**src/parser_defines.vh**
```
// Summary of operation
// - all received characters outside binary blocks, and all replied characters, are ASCII
// - accept integer, decimal, exponent numbers and ON/OFF
// - binary block: hash, digit count, length, bytes
// - asterisk plus three letters is a common command
// - each colon after a keyword moves the path one level down
// - path returns to root: reset, leading colon, LF
// - leading colon is optional on the first command of a message, same meaning
// - semicolon keeps current path for next command
// - keyword letters match regardless of case
// - keyword accepted in short or full form
// - any other keyword length is an error
// - optional keywords may be left out
// - trailing question mark makes a query
// - reply holds only the value, no header
// - space separates header from parameter
// - rms limit 1.0-10.5 or 1.0-5.3, decimal reply
// - average limit keyword aliases the rms limit
// - message length is capped by buffer capacity
// - illegal command skips rest of message
`ifndef PARSER_DEFINES_VH
`define PARSER_DEFINES_VH

// characters
`define CH_LF 8'h0a
`define CH_SP 8'h20
`define CH_HASH 8'h23
`define CH_STAR 8'h2a
`define CH_PLUS 8'h2b
`define CH_MINUS 8'h2d
`define CH_DOT 8'h2e
`define CH_COLON 8'h3a
`define CH_SEMI 8'h3b
`define CH_QUEST 8'h3f
`define CH_E 8'h45

// keywords, upper case
`define KW_SOUR 32'h534f5552
`define KW_SOURCE 48'h534f55524345
`define KW_CURR 32'h43555252
`define KW_CURRENT 56'h43555252454e54
`define KW_LIM 24'h4c494d
`define KW_LIMIT 40'h4c494d4954
`define KW_RMS 24'h524d53
`define KW_AVE 24'h415645
`define KW_AVERAGE 56'h41564552414745
`define KW_ON 16'h4f4e
`define KW_OFF 24'h4f4646

// keyword ids and tree levels
`define ID_NONE 3'h0
`define ID_SOUR 3'h1
`define ID_CURR 3'h2
`define ID_LIM 3'h3
`define ID_RMS 3'h4
`define ID_AVE 3'h5
`define LVL_LEAF 3'h4
`define LVL_BAD 3'h7

// limit in tenths of an ampere
`define LIM_MIN 20'h0000a
`define LIM_MAX_LO 20'h00069
`define LIM_MAX_HI 20'h00035
`define LIM_RESET 7'h32

// input buffer capacity in characters
`define BUF_CAP_CHARS 10000

`endif

```
**src/scpi_command_parser.v**
```verilog
`timescale 1ns/1ps
`include "parser_defines.vh"
module scpi_command_parser #(
  parameter BUF_CAP = `BUF_CAP_CHARS, // longest message in characters
  parameter FIFO_DEPTH = 4 // reply buffer words
) (
  input wire clk, // 200 MHz system clock
  input wire reset, // synchronous, active high
  input wire ce, // clock enable, freezes all state
  input wire [7:0] rx_data, // received character
  input wire rx_valid, // character offered
  output wire rx_ready, // character taken when valid too
  input wire range_high, // higher output voltage range active
  output wire [7:0] tx_data, // reply character
  output wire tx_valid, // reply character offered
  input wire tx_ready, // link takes reply character
  output reg [6:0] current_limit, // rms limit, tenths of an ampere
  output reg limit_update, // pulse: limit written
  output reg cmd_error, // pulse: command rejected
  output reg common_strobe, // pulse: common command decoded
  output reg [23:0] common_code, // its three letters, upper case
  output reg common_query // common command had a question mark
);
  localparam [10:0] S_HDR = 11'h001;
  localparam [10:0] S_WS = 11'h002;
  localparam [10:0] S_NUM = 11'h004;
  localparam [10:0] S_CHR = 11'h008;
  localparam [10:0] S_END = 11'h010;
  localparam [10:0] S_BHASH = 11'h020;
  localparam [10:0] S_BLEN = 11'h040;
  localparam [10:0] S_BDATA = 11'h080;
  localparam [10:0] S_NORM = 11'h100;
  localparam [10:0] S_REPLY = 11'h200;
  localparam [10:0] S_SKIP = 11'h400;

  reg [10:0] state;
  reg [1:0] lvl;
  reg [63:0] kb;
  reg [3:0] klen;
  reg at_start;
  reg common;
  reg query;
  reg is_bin;
  reg [19:0] mant;
  reg [3:0] fc;
  reg [4:0] e;
  reg eneg;
  reg neg;
  reg pt;
  reg dig;
  reg in_exp;
  reg edig;
  reg ovf;
  reg [6:0] scale;
  reg term_lf;
  reg [3:0] bn;
  reg [15:0] blen;
  reg [2:0] ri;
  reg [31:0] msg_cnt;
  reg [2:0] kw_id;
  reg [2:0] nxt_lvl;
  reg [7:0] rchar;

  wire [7:0] c = rx_data;
  wire [7:0] uc;
  wire [3:0] d = rx_data[3:0];
  wire is_dig;
  wire is_alpha;
  wire acc;
  wire is_lf;
  wire is_term;
  wire bool_ok;
  wire num_bad;
  wire [23:0] m_acc;
  wire [23:0] m10;
  wire [19:0] div10;
  wire [8:0] e_acc;
  wire [19:0] bl10;
  wire [6:0] scale0;
  wire tens;
  wire [6:0] rem7;
  wire [6:0] units;
  wire [6:0] tenth;
  wire fifo_in_ready;

  ////////////////////////////////////////////////////////////////////////////
  // character classes
  assign uc = (c >= 8'h61 && c <= 8'h7a) ? c - 8'h20 : c;
  assign is_dig = (c >= 8'h30) && (c <= 8'h39);
  assign is_alpha = (uc >= 8'h41) && (uc <= 8'h5a);
  assign rx_ready = ce && (state != S_NORM) && (state != S_REPLY);
  assign acc = rx_valid && rx_ready;
  // binary payload may hold any byte, LF included
  assign is_lf = (c == `CH_LF) && (state != S_BDATA);
  assign is_term = is_lf || (c == `CH_SEMI);

  ////////////////////////////////////////////////////////////////////////////
  // numeric helpers
  assign m_acc = {1'b0, mant, 3'b000} + {3'b000, mant, 1'b0} + {20'h00000, d};
  assign m10 = {1'b0, mant, 3'b000} + {3'b000, mant, 1'b0};
  assign div10 = mant / 20'h0000a;
  assign e_acc = {1'b0, e, 3'b000} + {3'b000, e, 1'b0} + {5'h00, d};
  assign bl10 = {1'b0, blen, 3'b000} + {3'b000, blen, 1'b0} + {16'h0000, d};
  // value kept in tenths, so the decimal point sits one place right
  assign scale0 = 7'h01 + (eneg ? 7'h00 - {2'b00, e} : {2'b00, e}) - {3'b000, fc};
  assign bool_ok = (klen == 4'h2 && kb[15:0] == `KW_ON) ||
                   (klen == 4'h3 && kb[23:0] == `KW_OFF);
  assign num_bad = (state == S_CHR) ? !bool_ok : (!dig || (in_exp && !edig));

  ////////////////////////////////////////////////////////////////////////////
  // reply digits
  assign tens = current_limit >= 7'h64;
  assign rem7 = tens ? current_limit - 7'h64 : current_limit;
  assign units = rem7 / 7'h0a;
  assign tenth = rem7 % 7'h0a;

  always @* begin
    case (ri)
      3'h0: rchar = 8'h31;
      3'h1: rchar = {4'h3, units[3:0]};
      3'h2: rchar = `CH_DOT;
      3'h3: rchar = {4'h3, tenth[3:0]};
      default: rchar = `CH_LF;
    endcase
  end

  ////////////////////////////////////////////////////////////////////////////
  // keyword match, short or full form only
  always @* begin
    kw_id = `ID_NONE;
    case (klen)
      4'h3: begin
        if (kb[23:0] == `KW_LIM) kw_id = `ID_LIM;
        else if (kb[23:0] == `KW_RMS) kw_id = `ID_RMS;
        else if (kb[23:0] == `KW_AVE) kw_id = `ID_AVE;
      end
      4'h4: begin
        if (kb[31:0] == `KW_SOUR) kw_id = `ID_SOUR;
        else if (kb[31:0] == `KW_CURR) kw_id = `ID_CURR;
      end
      4'h5: if (kb[39:0] == `KW_LIMIT) kw_id = `ID_LIM;
      4'h6: if (kb[47:0] == `KW_SOURCE) kw_id = `ID_SOUR;
      4'h7: begin
        if (kb[55:0] == `KW_CURRENT) kw_id = `ID_CURR;
        else if (kb[55:0] == `KW_AVERAGE) kw_id = `ID_AVE;
      end
      default: kw_id = `ID_NONE;
    endcase
  end

  // tree walk from the current path
  always @* begin
    nxt_lvl = `LVL_BAD;
    case (lvl)
      2'h0: begin
        if (kw_id == `ID_SOUR) nxt_lvl = 3'h1;
        else if (kw_id == `ID_CURR) nxt_lvl = 3'h2;
      end
      2'h1: if (kw_id == `ID_CURR) nxt_lvl = 3'h2;
      2'h2: if (kw_id == `ID_LIM) nxt_lvl = 3'h3;
      default: if (kw_id == `ID_RMS || kw_id == `ID_AVE) nxt_lvl = `LVL_LEAF;
    endcase
  end

  ////////////////////////////////////////////////////////////////////////////
  // command sequencing
  task done;
    input lf;
    begin
      state <= S_HDR;
      at_start <= 1'b1;
      klen <= 4'h0;
      common <= 1'b0;
      query <= 1'b0;
      is_bin <= 1'b0;
      mant <= 20'h00000;
      fc <= 4'h0;
      e <= 5'h00;
      eneg <= 1'b0;
      neg <= 1'b0;
      pt <= 1'b0;
      dig <= 1'b0;
      in_exp <= 1'b0;
      edig <= 1'b0;
      ovf <= 1'b0;
      if (lf) lvl <= 2'h0;
    end
  endtask

  task raise;
    input lf;
    begin
      cmd_error <= 1'b1;
      if (lf) done(1'b1);
      else state <= S_SKIP;
    end
  endtask

  task finish;
    input lf;
    begin
      term_lf <= lf;
      if (common) begin
        common_strobe <= 1'b1;
        common_query <= query;
        done(lf);
      end else if (query) begin
        ri <= tens ? 3'h0 : 3'h1;
        state <= S_REPLY;
      end else if (is_bin || num_bad) begin
        raise(lf);
      end else begin
        scale <= scale0;
        state <= S_NORM;
      end
    end
  endtask

  task num_char;
    begin
      if (is_dig && in_exp) begin
        e <= (e_acc > 9'h010) ? 5'h10 : e_acc[4:0];
        edig <= 1'b1;
      end else if (is_dig) begin
        if (m_acc[23:20] != 4'h0) ovf <= 1'b1;
        else mant <= m_acc[19:0];
        if (pt && fc != 4'hf) fc <= fc + 4'h1;
        dig <= 1'b1;
      end else if (c == `CH_DOT && !pt && !in_exp) begin
        pt <= 1'b1;
      end else if (uc == `CH_E && dig && !in_exp) begin
        in_exp <= 1'b1;
      end else if ((c == `CH_PLUS || c == `CH_MINUS) && state == S_WS) begin
        neg <= (c == `CH_MINUS);
      end else if ((c == `CH_PLUS || c == `CH_MINUS) && in_exp && !edig) begin
        eneg <= (c == `CH_MINUS);
      end else begin
        raise(1'b0);
      end
    end
  endtask

  always @(posedge clk) begin
    if (reset) begin
      done(1'b1);
      current_limit <= `LIM_RESET;
      limit_update <= 1'b0;
      cmd_error <= 1'b0;
      common_strobe <= 1'b0;
      common_code <= 24'h000000;
      common_query <= 1'b0;
      kb <= 64'h0;
      scale <= 7'h00;
      term_lf <= 1'b0;
      bn <= 4'h0;
      blen <= 16'h0000;
      ri <= 3'h0;
      msg_cnt <= 32'h0;
    end else if (ce) begin
      limit_update <= 1'b0;
      cmd_error <= 1'b0;
      common_strobe <= 1'b0;
      if (acc) msg_cnt <= is_lf ? 32'h0 : msg_cnt + 32'h1;
      if (acc && state != S_SKIP &&
          ((c[7] && state != S_BDATA) || msg_cnt >= BUF_CAP)) begin
        raise(is_lf);
      end else begin
        case (state)
          S_HDR: if (acc) begin
            if (is_alpha || is_dig) begin
              kb <= {kb[55:0], uc};
              klen <= (klen == 4'hf) ? klen : klen + 4'h1;
              at_start <= 1'b0;
            end else if (c == `CH_COLON && at_start) begin
              lvl <= 2'h0;
              at_start <= 1'b0;
            end else if (c == `CH_COLON) begin
              if (common || nxt_lvl[2]) raise(1'b0);
              else begin
                lvl <= nxt_lvl[1:0];
                klen <= 4'h0;
              end
            end else if (c == `CH_STAR && at_start) begin
              common <= 1'b1;
              at_start <= 1'b0;
            end else if (is_term && at_start) begin
              if (is_lf) lvl <= 2'h0;
            end else if (is_term || c == `CH_SP || c == `CH_QUEST) begin
              if (common ? (klen != 4'h3) : (nxt_lvl != `LVL_LEAF)) begin
                raise(is_lf);
              end else begin
                if (common) common_code <= kb[23:0];
                if (c == `CH_QUEST) begin
                  query <= 1'b1;
                  state <= S_END;
                end else if (c == `CH_SP) begin
                  state <= S_WS;
                end else if (common) begin
                  finish(is_lf);
                end else begin
                  raise(is_lf);
                end
              end
            end else begin
              raise(is_lf);
            end
          end
          S_WS: if (acc && c != `CH_SP) begin
            if (c == `CH_QUEST) begin
              query <= 1'b1;
              state <= S_END;
            end else if (c == `CH_HASH) begin
              is_bin <= 1'b1;
              state <= S_BHASH;
            end else if (is_alpha) begin
              kb <= {kb[55:0], uc};
              klen <= 4'h1;
              state <= S_CHR;
            end else if (is_dig || c == `CH_DOT || c == `CH_PLUS || c == `CH_MINUS) begin
              state <= S_NUM;
              num_char;
            end else begin
              raise(is_lf);
            end
          end
          S_NUM: if (acc) begin
            if (c == `CH_SP) state <= S_END;
            else if (is_term) finish(is_lf);
            else num_char;
          end
          S_CHR: if (acc) begin
            if (is_alpha) begin
              kb <= {kb[55:0], uc};
              klen <= (klen == 4'hf) ? klen : klen + 4'h1;
            end else if (c == `CH_SP || is_term) begin
              mant <= {19'h00000, klen == 4'h2};
              dig <= bool_ok;
              if (c == `CH_SP) state <= S_END;
              else finish(is_lf);
            end else begin
              raise(is_lf);
            end
          end
          S_END: if (acc) begin
            if (is_term) finish(is_lf);
            else if (c != `CH_SP) raise(1'b0);
          end
          S_BHASH: if (acc) begin
            if (is_dig && d != 4'h0) begin
              bn <= d;
              blen <= 16'h0000;
              state <= S_BLEN;
            end else begin
              raise(is_lf);
            end
          end
          S_BLEN: if (acc) begin
            if (is_dig) begin
              blen <= bl10[15:0];
              bn <= bn - 4'h1;
              if (bn == 4'h1) state <= (bl10[15:0] == 16'h0000) ? S_END : S_BDATA;
            end else begin
              raise(is_lf);
            end
          end
          S_BDATA: if (acc) begin
            blen <= blen - 16'h0001;
            if (blen == 16'h0001) state <= S_END;
          end
          S_NORM: begin
            if (neg || ovf) begin
              raise(term_lf);
            end else if (scale[6]) begin
              mant <= div10;
              scale <= scale + 7'h01;
            end else if (scale != 7'h00) begin
              if (m10[23:20] != 4'h0) ovf <= 1'b1;
              else mant <= m10[19:0];
              scale <= scale - 7'h01;
            end else if (mant >= `LIM_MIN &&
                         mant <= (range_high ? `LIM_MAX_HI : `LIM_MAX_LO)) begin
              current_limit <= mant[6:0];
              limit_update <= 1'b1;
              done(term_lf);
            end else begin
              raise(term_lf);
            end
          end
          S_REPLY: if (fifo_in_ready) begin
            if (ri == 3'h4) done(term_lf);
            else ri <= ri + 3'h1;
          end
          S_SKIP: if (acc && is_lf) done(1'b1);
          default: done(1'b1);
        endcase
      end
    end
  end

  ////////////////////////////////////////////////////////////////////////////
  // reply buffer
  reply_fifo #(
    .WIDTH(8),
    .DEPTH(FIFO_DEPTH)
  ) u_reply_fifo (
    .clk(clk),
    .reset(reset),
    .ce(ce),
    .in_valid(state == S_REPLY),
    .in_ready(fifo_in_ready),
    .in_data(rchar),
    .out_valid(tx_valid),
    .out_ready(tx_ready),
    .out_data(tx_data)
  );
endmodule // scpi_command_parser

```
**src/reply_fifo.v**
```verilog
`timescale 1ns/1ps
module reply_fifo #(
  parameter WIDTH = 8, // bits per word
  parameter DEPTH = 4 // words, power of two
) (
  input wire clk, // system clock
  input wire reset, // synchronous, active high
  input wire ce, // clock enable
  input wire in_valid, // write word offered
  output wire in_ready, // room for a word
  input wire [WIDTH-1:0] in_data, // write word
  output wire out_valid, // word available
  input wire out_ready, // reader takes word
  output wire [WIDTH-1:0] out_data // head word
);
  localparam AW = (DEPTH > 1) ? $clog2(DEPTH) : 1;
  localparam [AW:0] FULL = DEPTH;

  reg [WIDTH-1:0] mem [0:DEPTH-1];
  reg [AW-1:0] wr_ptr;
  reg [AW-1:0] rd_ptr;
  reg [AW:0] count;
  wire push;
  wire pop;

  assign in_ready = ce && (count != FULL);
  assign out_valid = ce && (count != {(AW+1){1'b0}});
  assign out_data = mem[rd_ptr];
  assign push = in_valid && in_ready;
  assign pop = out_valid && out_ready;

  always @(posedge clk) begin
    if (push) begin
      mem[wr_ptr] <= in_data;
    end
  end

  always @(posedge clk) begin
    if (reset) begin
      wr_ptr <= {AW{1'b0}};
      rd_ptr <= {AW{1'b0}};
      count <= {(AW+1){1'b0}};
    end else if (ce) begin
      if (push) begin
        wr_ptr <= wr_ptr + 1'b1;
      end
      if (pop) begin
        rd_ptr <= rd_ptr + 1'b1;
      end
      if (push && !pop) begin
        count <= count + 1'b1;
      end else if (pop && !push) begin
        count <= count - 1'b1;
      end
    end
  end
endmodule // reply_fifo

```
**config.mk**
```make
export PLATFORM = sky130hd
export DESIGN_NAME = scpi_command_parser
export DESIGN_NICKNAME = d
export VERILOG_FILES = /design/src/scpi_command_parser.v /design/src/reply_fifo.v
export VERILOG_INCLUDE_DIRS = /design/src
export SDC_FILE = /design/constraint.sdc
export NUM_CORES = 1
export LEC_CHECK = 0
export BUFFER_PORTS_ARGS = -buffer_cell sky130_fd_sc_hd__buf_2
export CAP_MARGIN = 30
export CORE_MARGIN = 5
export CORE_UTILIZATION = 58
export DETAILED_ROUTE_END_ITERATION = 12
export PLACE_DENSITY = 0.77
export SKIP_CTS_REPAIR_TIMING = 1
export SYNTH_ARGS = -nofsm -noshare
export SYNTH_HDL_FRONTEND = slang
export SYNTH_HIERARCHICAL = 1
export SYNTH_SLANG_ARGS = --single-unit
```
**constraint.sdc**
```tcl
create_clock -name clk -period 5.6 [get_ports clk]
set_input_delay 0.84 -clock clk [delete_from_list [all_inputs] [get_ports clk]]
set_output_delay 0.84 -clock clk [all_outputs]
set_load 0.05 [all_outputs]
```
==> flow_results.org <==
** Die
- Vertical die dimension :: 196 um
- DIE AREA :: 38400 um2
- Row count :: 68
- Initial core utilization :: 0.584
- The die is slightly below 200 um wide.
- For this design the top-level I/O count stands at 59.
- In this run the standard cell core region covers about 34000 um2.

** Yosys
- Sequential fraction of the synthesis area :: 0.267
- Ys async rst share :: 0
- Number of distinct standard cells referenced by the synthesized netlist :: around 120
- In the synthesized netlist, the number of instances is 2699.
- In this run the cell area of the synthesized design comes to 20100 um2.
- Yosys printed 6 warnings.
- Number of flops mapped to enable cells by yosys :: 32
- Synthesis inferred 252 register bits.
- Average cell area after synthesis :: 7.44 um2
- In the synthesized netlist the dominant register cell turns out to be sky130_fd_sc_hd__dfxtp_1.

** Placed design
- The number of placed instances, taps included, is around 3200.
- In this run the tool buffered the top-level ports with 58 buffer cells.
- HPWL Detailed :: between 40000 and 50000 um
- Routability-driven placement finished with a final weighted congestion of 1.02.

** Pwr
- Final Power :: ~4100 uW
- Power density over cell area :: 182 nW/um2
- Clock power share :: 0.462
- The worst-case IR drop observed on VDD is 0.234 mV.
- Sequential fraction of design power :: 0.449
- Leak Pwr :: 0.00862 uW
- The internal portion of the total power is 3010 uW.
- Combinational group share of total power :: 0.089
- Net load switching power :: 1080 uW
- Of the total power, the share spent switching nets is 0.265.

** GRT
- Entering global routing, the biggest net connects 93 pins.
- The initial antenna violation count is 0.
- Wire length of the first global-routing pass :: 105000 um
- Met1 Use GR :: 0.422
- GRT Overall Usage :: 0.326
- After global routing the overflow that remains totals 0.
- Global routing met2 resource utilization :: 0.555
- For this run, global-route usage on met3 was measured as 0.0469.
- In this run the most used layer during global routing was met2.
- The via count of the first global-routing pass was approximately 20000.

** Critical path
- Cell seen most often among critical-path stages :: sky130_fd_sc_hd__a221oi_2
- The critical path is of the reg -> reg type.
- CP cell instances :: or4b_1 -> o311ai_1 -> a31oi_2 -> a22oi_4 -> o21ai_4 -> o311a_1 -> and2_1 -> a32o_1 -> or4b_4 -> or3_4 -> a2111o_1 -> mux2i_4 -> a221o_2 -> mux2i_2 -> a221oi_2 -> a21oi_2 -> maj3_2 -> a221oi_2 -> o2bb2ai_1
- Number of buffers and inverters on the critical path :: 0
- Critical Path Max Stage Delay :: 0.55 ns
- Highest-delay cell along the critical path :: sky130_fd_sc_hd__or4b_4
- At the worst endpoint, the required time is 6.05 ns.
- Worst Path Max Fanout :: 8
- Kind of capture point of the worst setup path :: flop
- Startpoint type of the worst setup path :: flop
- STA puts the critical path data arrival time at 6.01 ns.
- Broken down by cell family, the worst path's largest delay share belongs to compound AO/OA/AOI/OAI gates.

** Status
- The run finished, with violations left.
- Failing checks :: DRC

** Cells and area
- Most frequent cells in the layout :: sky130_fd_sc_hd__nand2_1, sky130_fd_sc_hd__nor2_1, sky130_fd_sc_hd__a21oi_1, sky130_fd_sc_hd__dfxtp_1, sky130_fd_sc_hd__o21ai_0
- Most common cell after layout, fill and taps aside :: sky130_fd_sc_hd__nand2_1
- In the final design database the tool counted 2876 nets.
- Area Overhead vs Synth :: 11.8%
- Number of cells in the finished layout apart from fillers :: 3229
- Antenna diode count :: 0
- The sequential cells in the finished layout cover a total of 5380 um2.
- Combined area of the multi-input logic cells :: 14000 um2
- Filler cell count :: a little over 3000
- Fraction of final layout cells sized beyond drive strength 1 :: 0.125

** Detailed routing
- In this run the remaining antenna-violating nets after routing total 0.
- Dividing the detail-routed wire length by the instance count gives 20.6 um.
- After detailed routing, the number of vias per cell comes to 6.58.
- DRC violation count after routing :: 1
- Total via count in the routed design :: between 20000 and 25000
- In this run, the number of DRC markers left after iteration 0 of detailed routing was roughly 2600.
- Wire length reported by the detailed router :: 66400 um
- Number of optimization iterations in the first detailed-route pass :: 10

** Timing
- The max-slew violation count was 0.
- Clock skew on the completed layout was measured at 0.0155 ns.
- Actual slew at the worst max-slew pin :: 1.06 ns
- Total negative slack :: 0 ns
- Tcrit/Tclk final :: 0.992
- F_max :: 180 MHz
- The clock period could shrink to 5.55 ns.
- Setup violations remaining at the end of the flow were counted as 0.
- The worst pin sits at a relative slew slack of 0.285.
- Number of endpoints with negative hold slack in the final report :: 0

** Clock tree
- Maximum clock path buffer count :: 3
- Cell at the root of the clock tree :: sky130_fd_sc_hd__clkbuf_16
- Inserted Clock Buffers :: 28
- Clock Latency Late Sink :: ~0.57 ns
- After clock tree synthesis, the clock-pin slew on the worst setup and hold paths is roughly 0.07 ns.
- Clock tree from TritonCTS :: done
- Sink Count :: ~250
- CTS built an H-tree with a depth of 1.

** Flow run
- Max-Cap Viols :: 0

** Min path
- Worst min-delay path class :: reg -> reg
## synthesized netlist by cell type (9+ instances only)
master                     instances  area share
sky130_fd_sc_hd__a211oi_1         31       0.012
sky130_fd_sc_hd__a21o_1           25      0.0094
sky130_fd_sc_hd__a21oi_1         283       0.071
sky130_fd_sc_hd__a221oi_1         13      0.0057
sky130_fd_sc_hd__a22oi_1          25      0.0094
sky130_fd_sc_hd__a31oi_1          33       0.010
sky130_fd_sc_hd__and2_1           26      0.0081
sky130_fd_sc_hd__and3_1           37       0.012
sky130_fd_sc_hd__buf_1             9      0.0017
sky130_fd_sc_hd__buf_2            13      0.0032
sky130_fd_sc_hd__clkbuf_1        132       0.025
sky130_fd_sc_hd__dfxtp_1         220        0.22
sky130_fd_sc_hd__edfxtp_1         32       0.048
sky130_fd_sc_hd__ha_1            102       0.064
sky130_fd_sc_hd__inv_1            85       0.016
sky130_fd_sc_hd__mux2i_1          44       0.022
sky130_fd_sc_hd__nand2_1         317       0.059
sky130_fd_sc_hd__nand2b_1         22      0.0069
sky130_fd_sc_hd__nand3_1          93       0.023
sky130_fd_sc_hd__nand3b_1         11      0.0041
sky130_fd_sc_hd__nand4_1          40       0.012
sky130_fd_sc_hd__nand4b_1          9      0.0039
sky130_fd_sc_hd__nor2_1          306       0.057
sky130_fd_sc_hd__nor2b_1          16      0.0050
sky130_fd_sc_hd__nor3_1           88       0.022
sky130_fd_sc_hd__nor4_1           36       0.011
sky130_fd_sc_hd__nor4b_1          17      0.0074
sky130_fd_sc_hd__nor4bb_1         10      0.0050
sky130_fd_sc_hd__o211ai_1         27       0.010
sky130_fd_sc_hd__o21a_1            9      0.0034
sky130_fd_sc_hd__o21ai_0         166       0.041
sky130_fd_sc_hd__o21bai_1         19      0.0071
sky130_fd_sc_hd__o221ai_1          9      0.0039
sky130_fd_sc_hd__o22ai_1          20      0.0062
sky130_fd_sc_hd__o31ai_1          12      0.0045
sky130_fd_sc_hd__or2_2            15      0.0047
sky130_fd_sc_hd__or3_1            27      0.0084
sky130_fd_sc_hd__or4_1            10      0.0037
sky130_fd_sc_hd__xnor2_1          55       0.024
sky130_fd_sc_hd__xor2_1           45       0.020
## per-layer routing
metal | wire length, um | vias up
li1 | - | 10000
met1 | 27400 | 10000
met2 | 31600 | 995
met3 | 4970 | 203
met4 | 2500 | 0
met5 | 0 | -
## stage by stage
stage / instance area [um2] / setup WS, ns / utilization / hold WS [ns]
after global routing: 22400 / -0.139 / 0.653 / 0.483
after floorplan: 20100 / 0.365 / - / 0.432
after detailed placement: 21200 / -0.142 / 0.617 / 0.446
after CTS: 22100 / -0.188 / 0.644 / 0.454
final: 22400 / 0.0467 / 0.653 / 0.453
after global placement: 21200 / 0.108 / 0.616 / 0.443
## power groups by stage
stage / combinational (uW) / clock, uW / sequential (uW)
5_1_grt: 385 / 2000 / 1840
6_report: 363 / 1890 / 1840
3_5_place_dp: 347 / 0 / 1880
2_1_floorplan: 225 / 0 / 1880
3_3_place_gp: 344 / 0 / 1880
4_1_cts: 350 / 1920 / 1840
## final timing paths
check / startpoint / to / slack (ns) / cells past startpoint
hold reg to reg: kb[48] / kb[48] / 0.45 / 2
setup reg to reg: mant[15] / mant[0] / 0.05 / 19
setup / recovery: mant[15] / mant[0] / 0.05 / 19
hold / removal: kb[48] / kb[48] / 0.45 / 2
## sequential cells by signal, summed over array words and instances, names as in the netlist, 2 cells and up, named ones only
register and flops:
klen 4, current_limit 7, ri 3, scale 7
fc 4, state 11, u_reply_fifo/mem 32, lvl 2
blen 16, bn 4, common_code 24, u_reply_fifo/count 3
msg_cnt 32, mant 20, u_reply_fifo/wr_ptr 2, u_reply_fifo/rd_ptr 2
e 5, kb 56
## worst min-delay path: stages, from the launching register on
cell                      delay, ns
sky130_fd_sc_hd__dfxtp_1       0.31
sky130_fd_sc_hd__nand2_1       0.05
sky130_fd_sc_hd__a21oi_1       0.05
## logic make-up (layout without fill, tap and decap cells)
kind of cell	Yosys count	in the layout	share of synthesized area
AOI/OAI and AO/OA	803	803	0.258
and+or+nand+nor	1122	1122	0.274
buffers and inverters	252	320	0.0500
xor gates and xnor gates	100	100	0.0436
DFF	252	252	0.267
other	1	8	0.000187
muxes	56	56	0.0340
adders and majority gates	113	113	0.0731
## area by class of cell
class | instances | area share
Clock buffer | 32 | 0.0328
Clock inverter | 20 | 0.00881
Inverter | 90 | 0.0151
Multi-Input combinational cell | 2202 | 0.623
Sequential cell | 252 | 0.240
Tap cell | 455 | 0.0254
Timing Repair Buffer | 178 | 0.0549
Power figures use the tool's default switching activity.
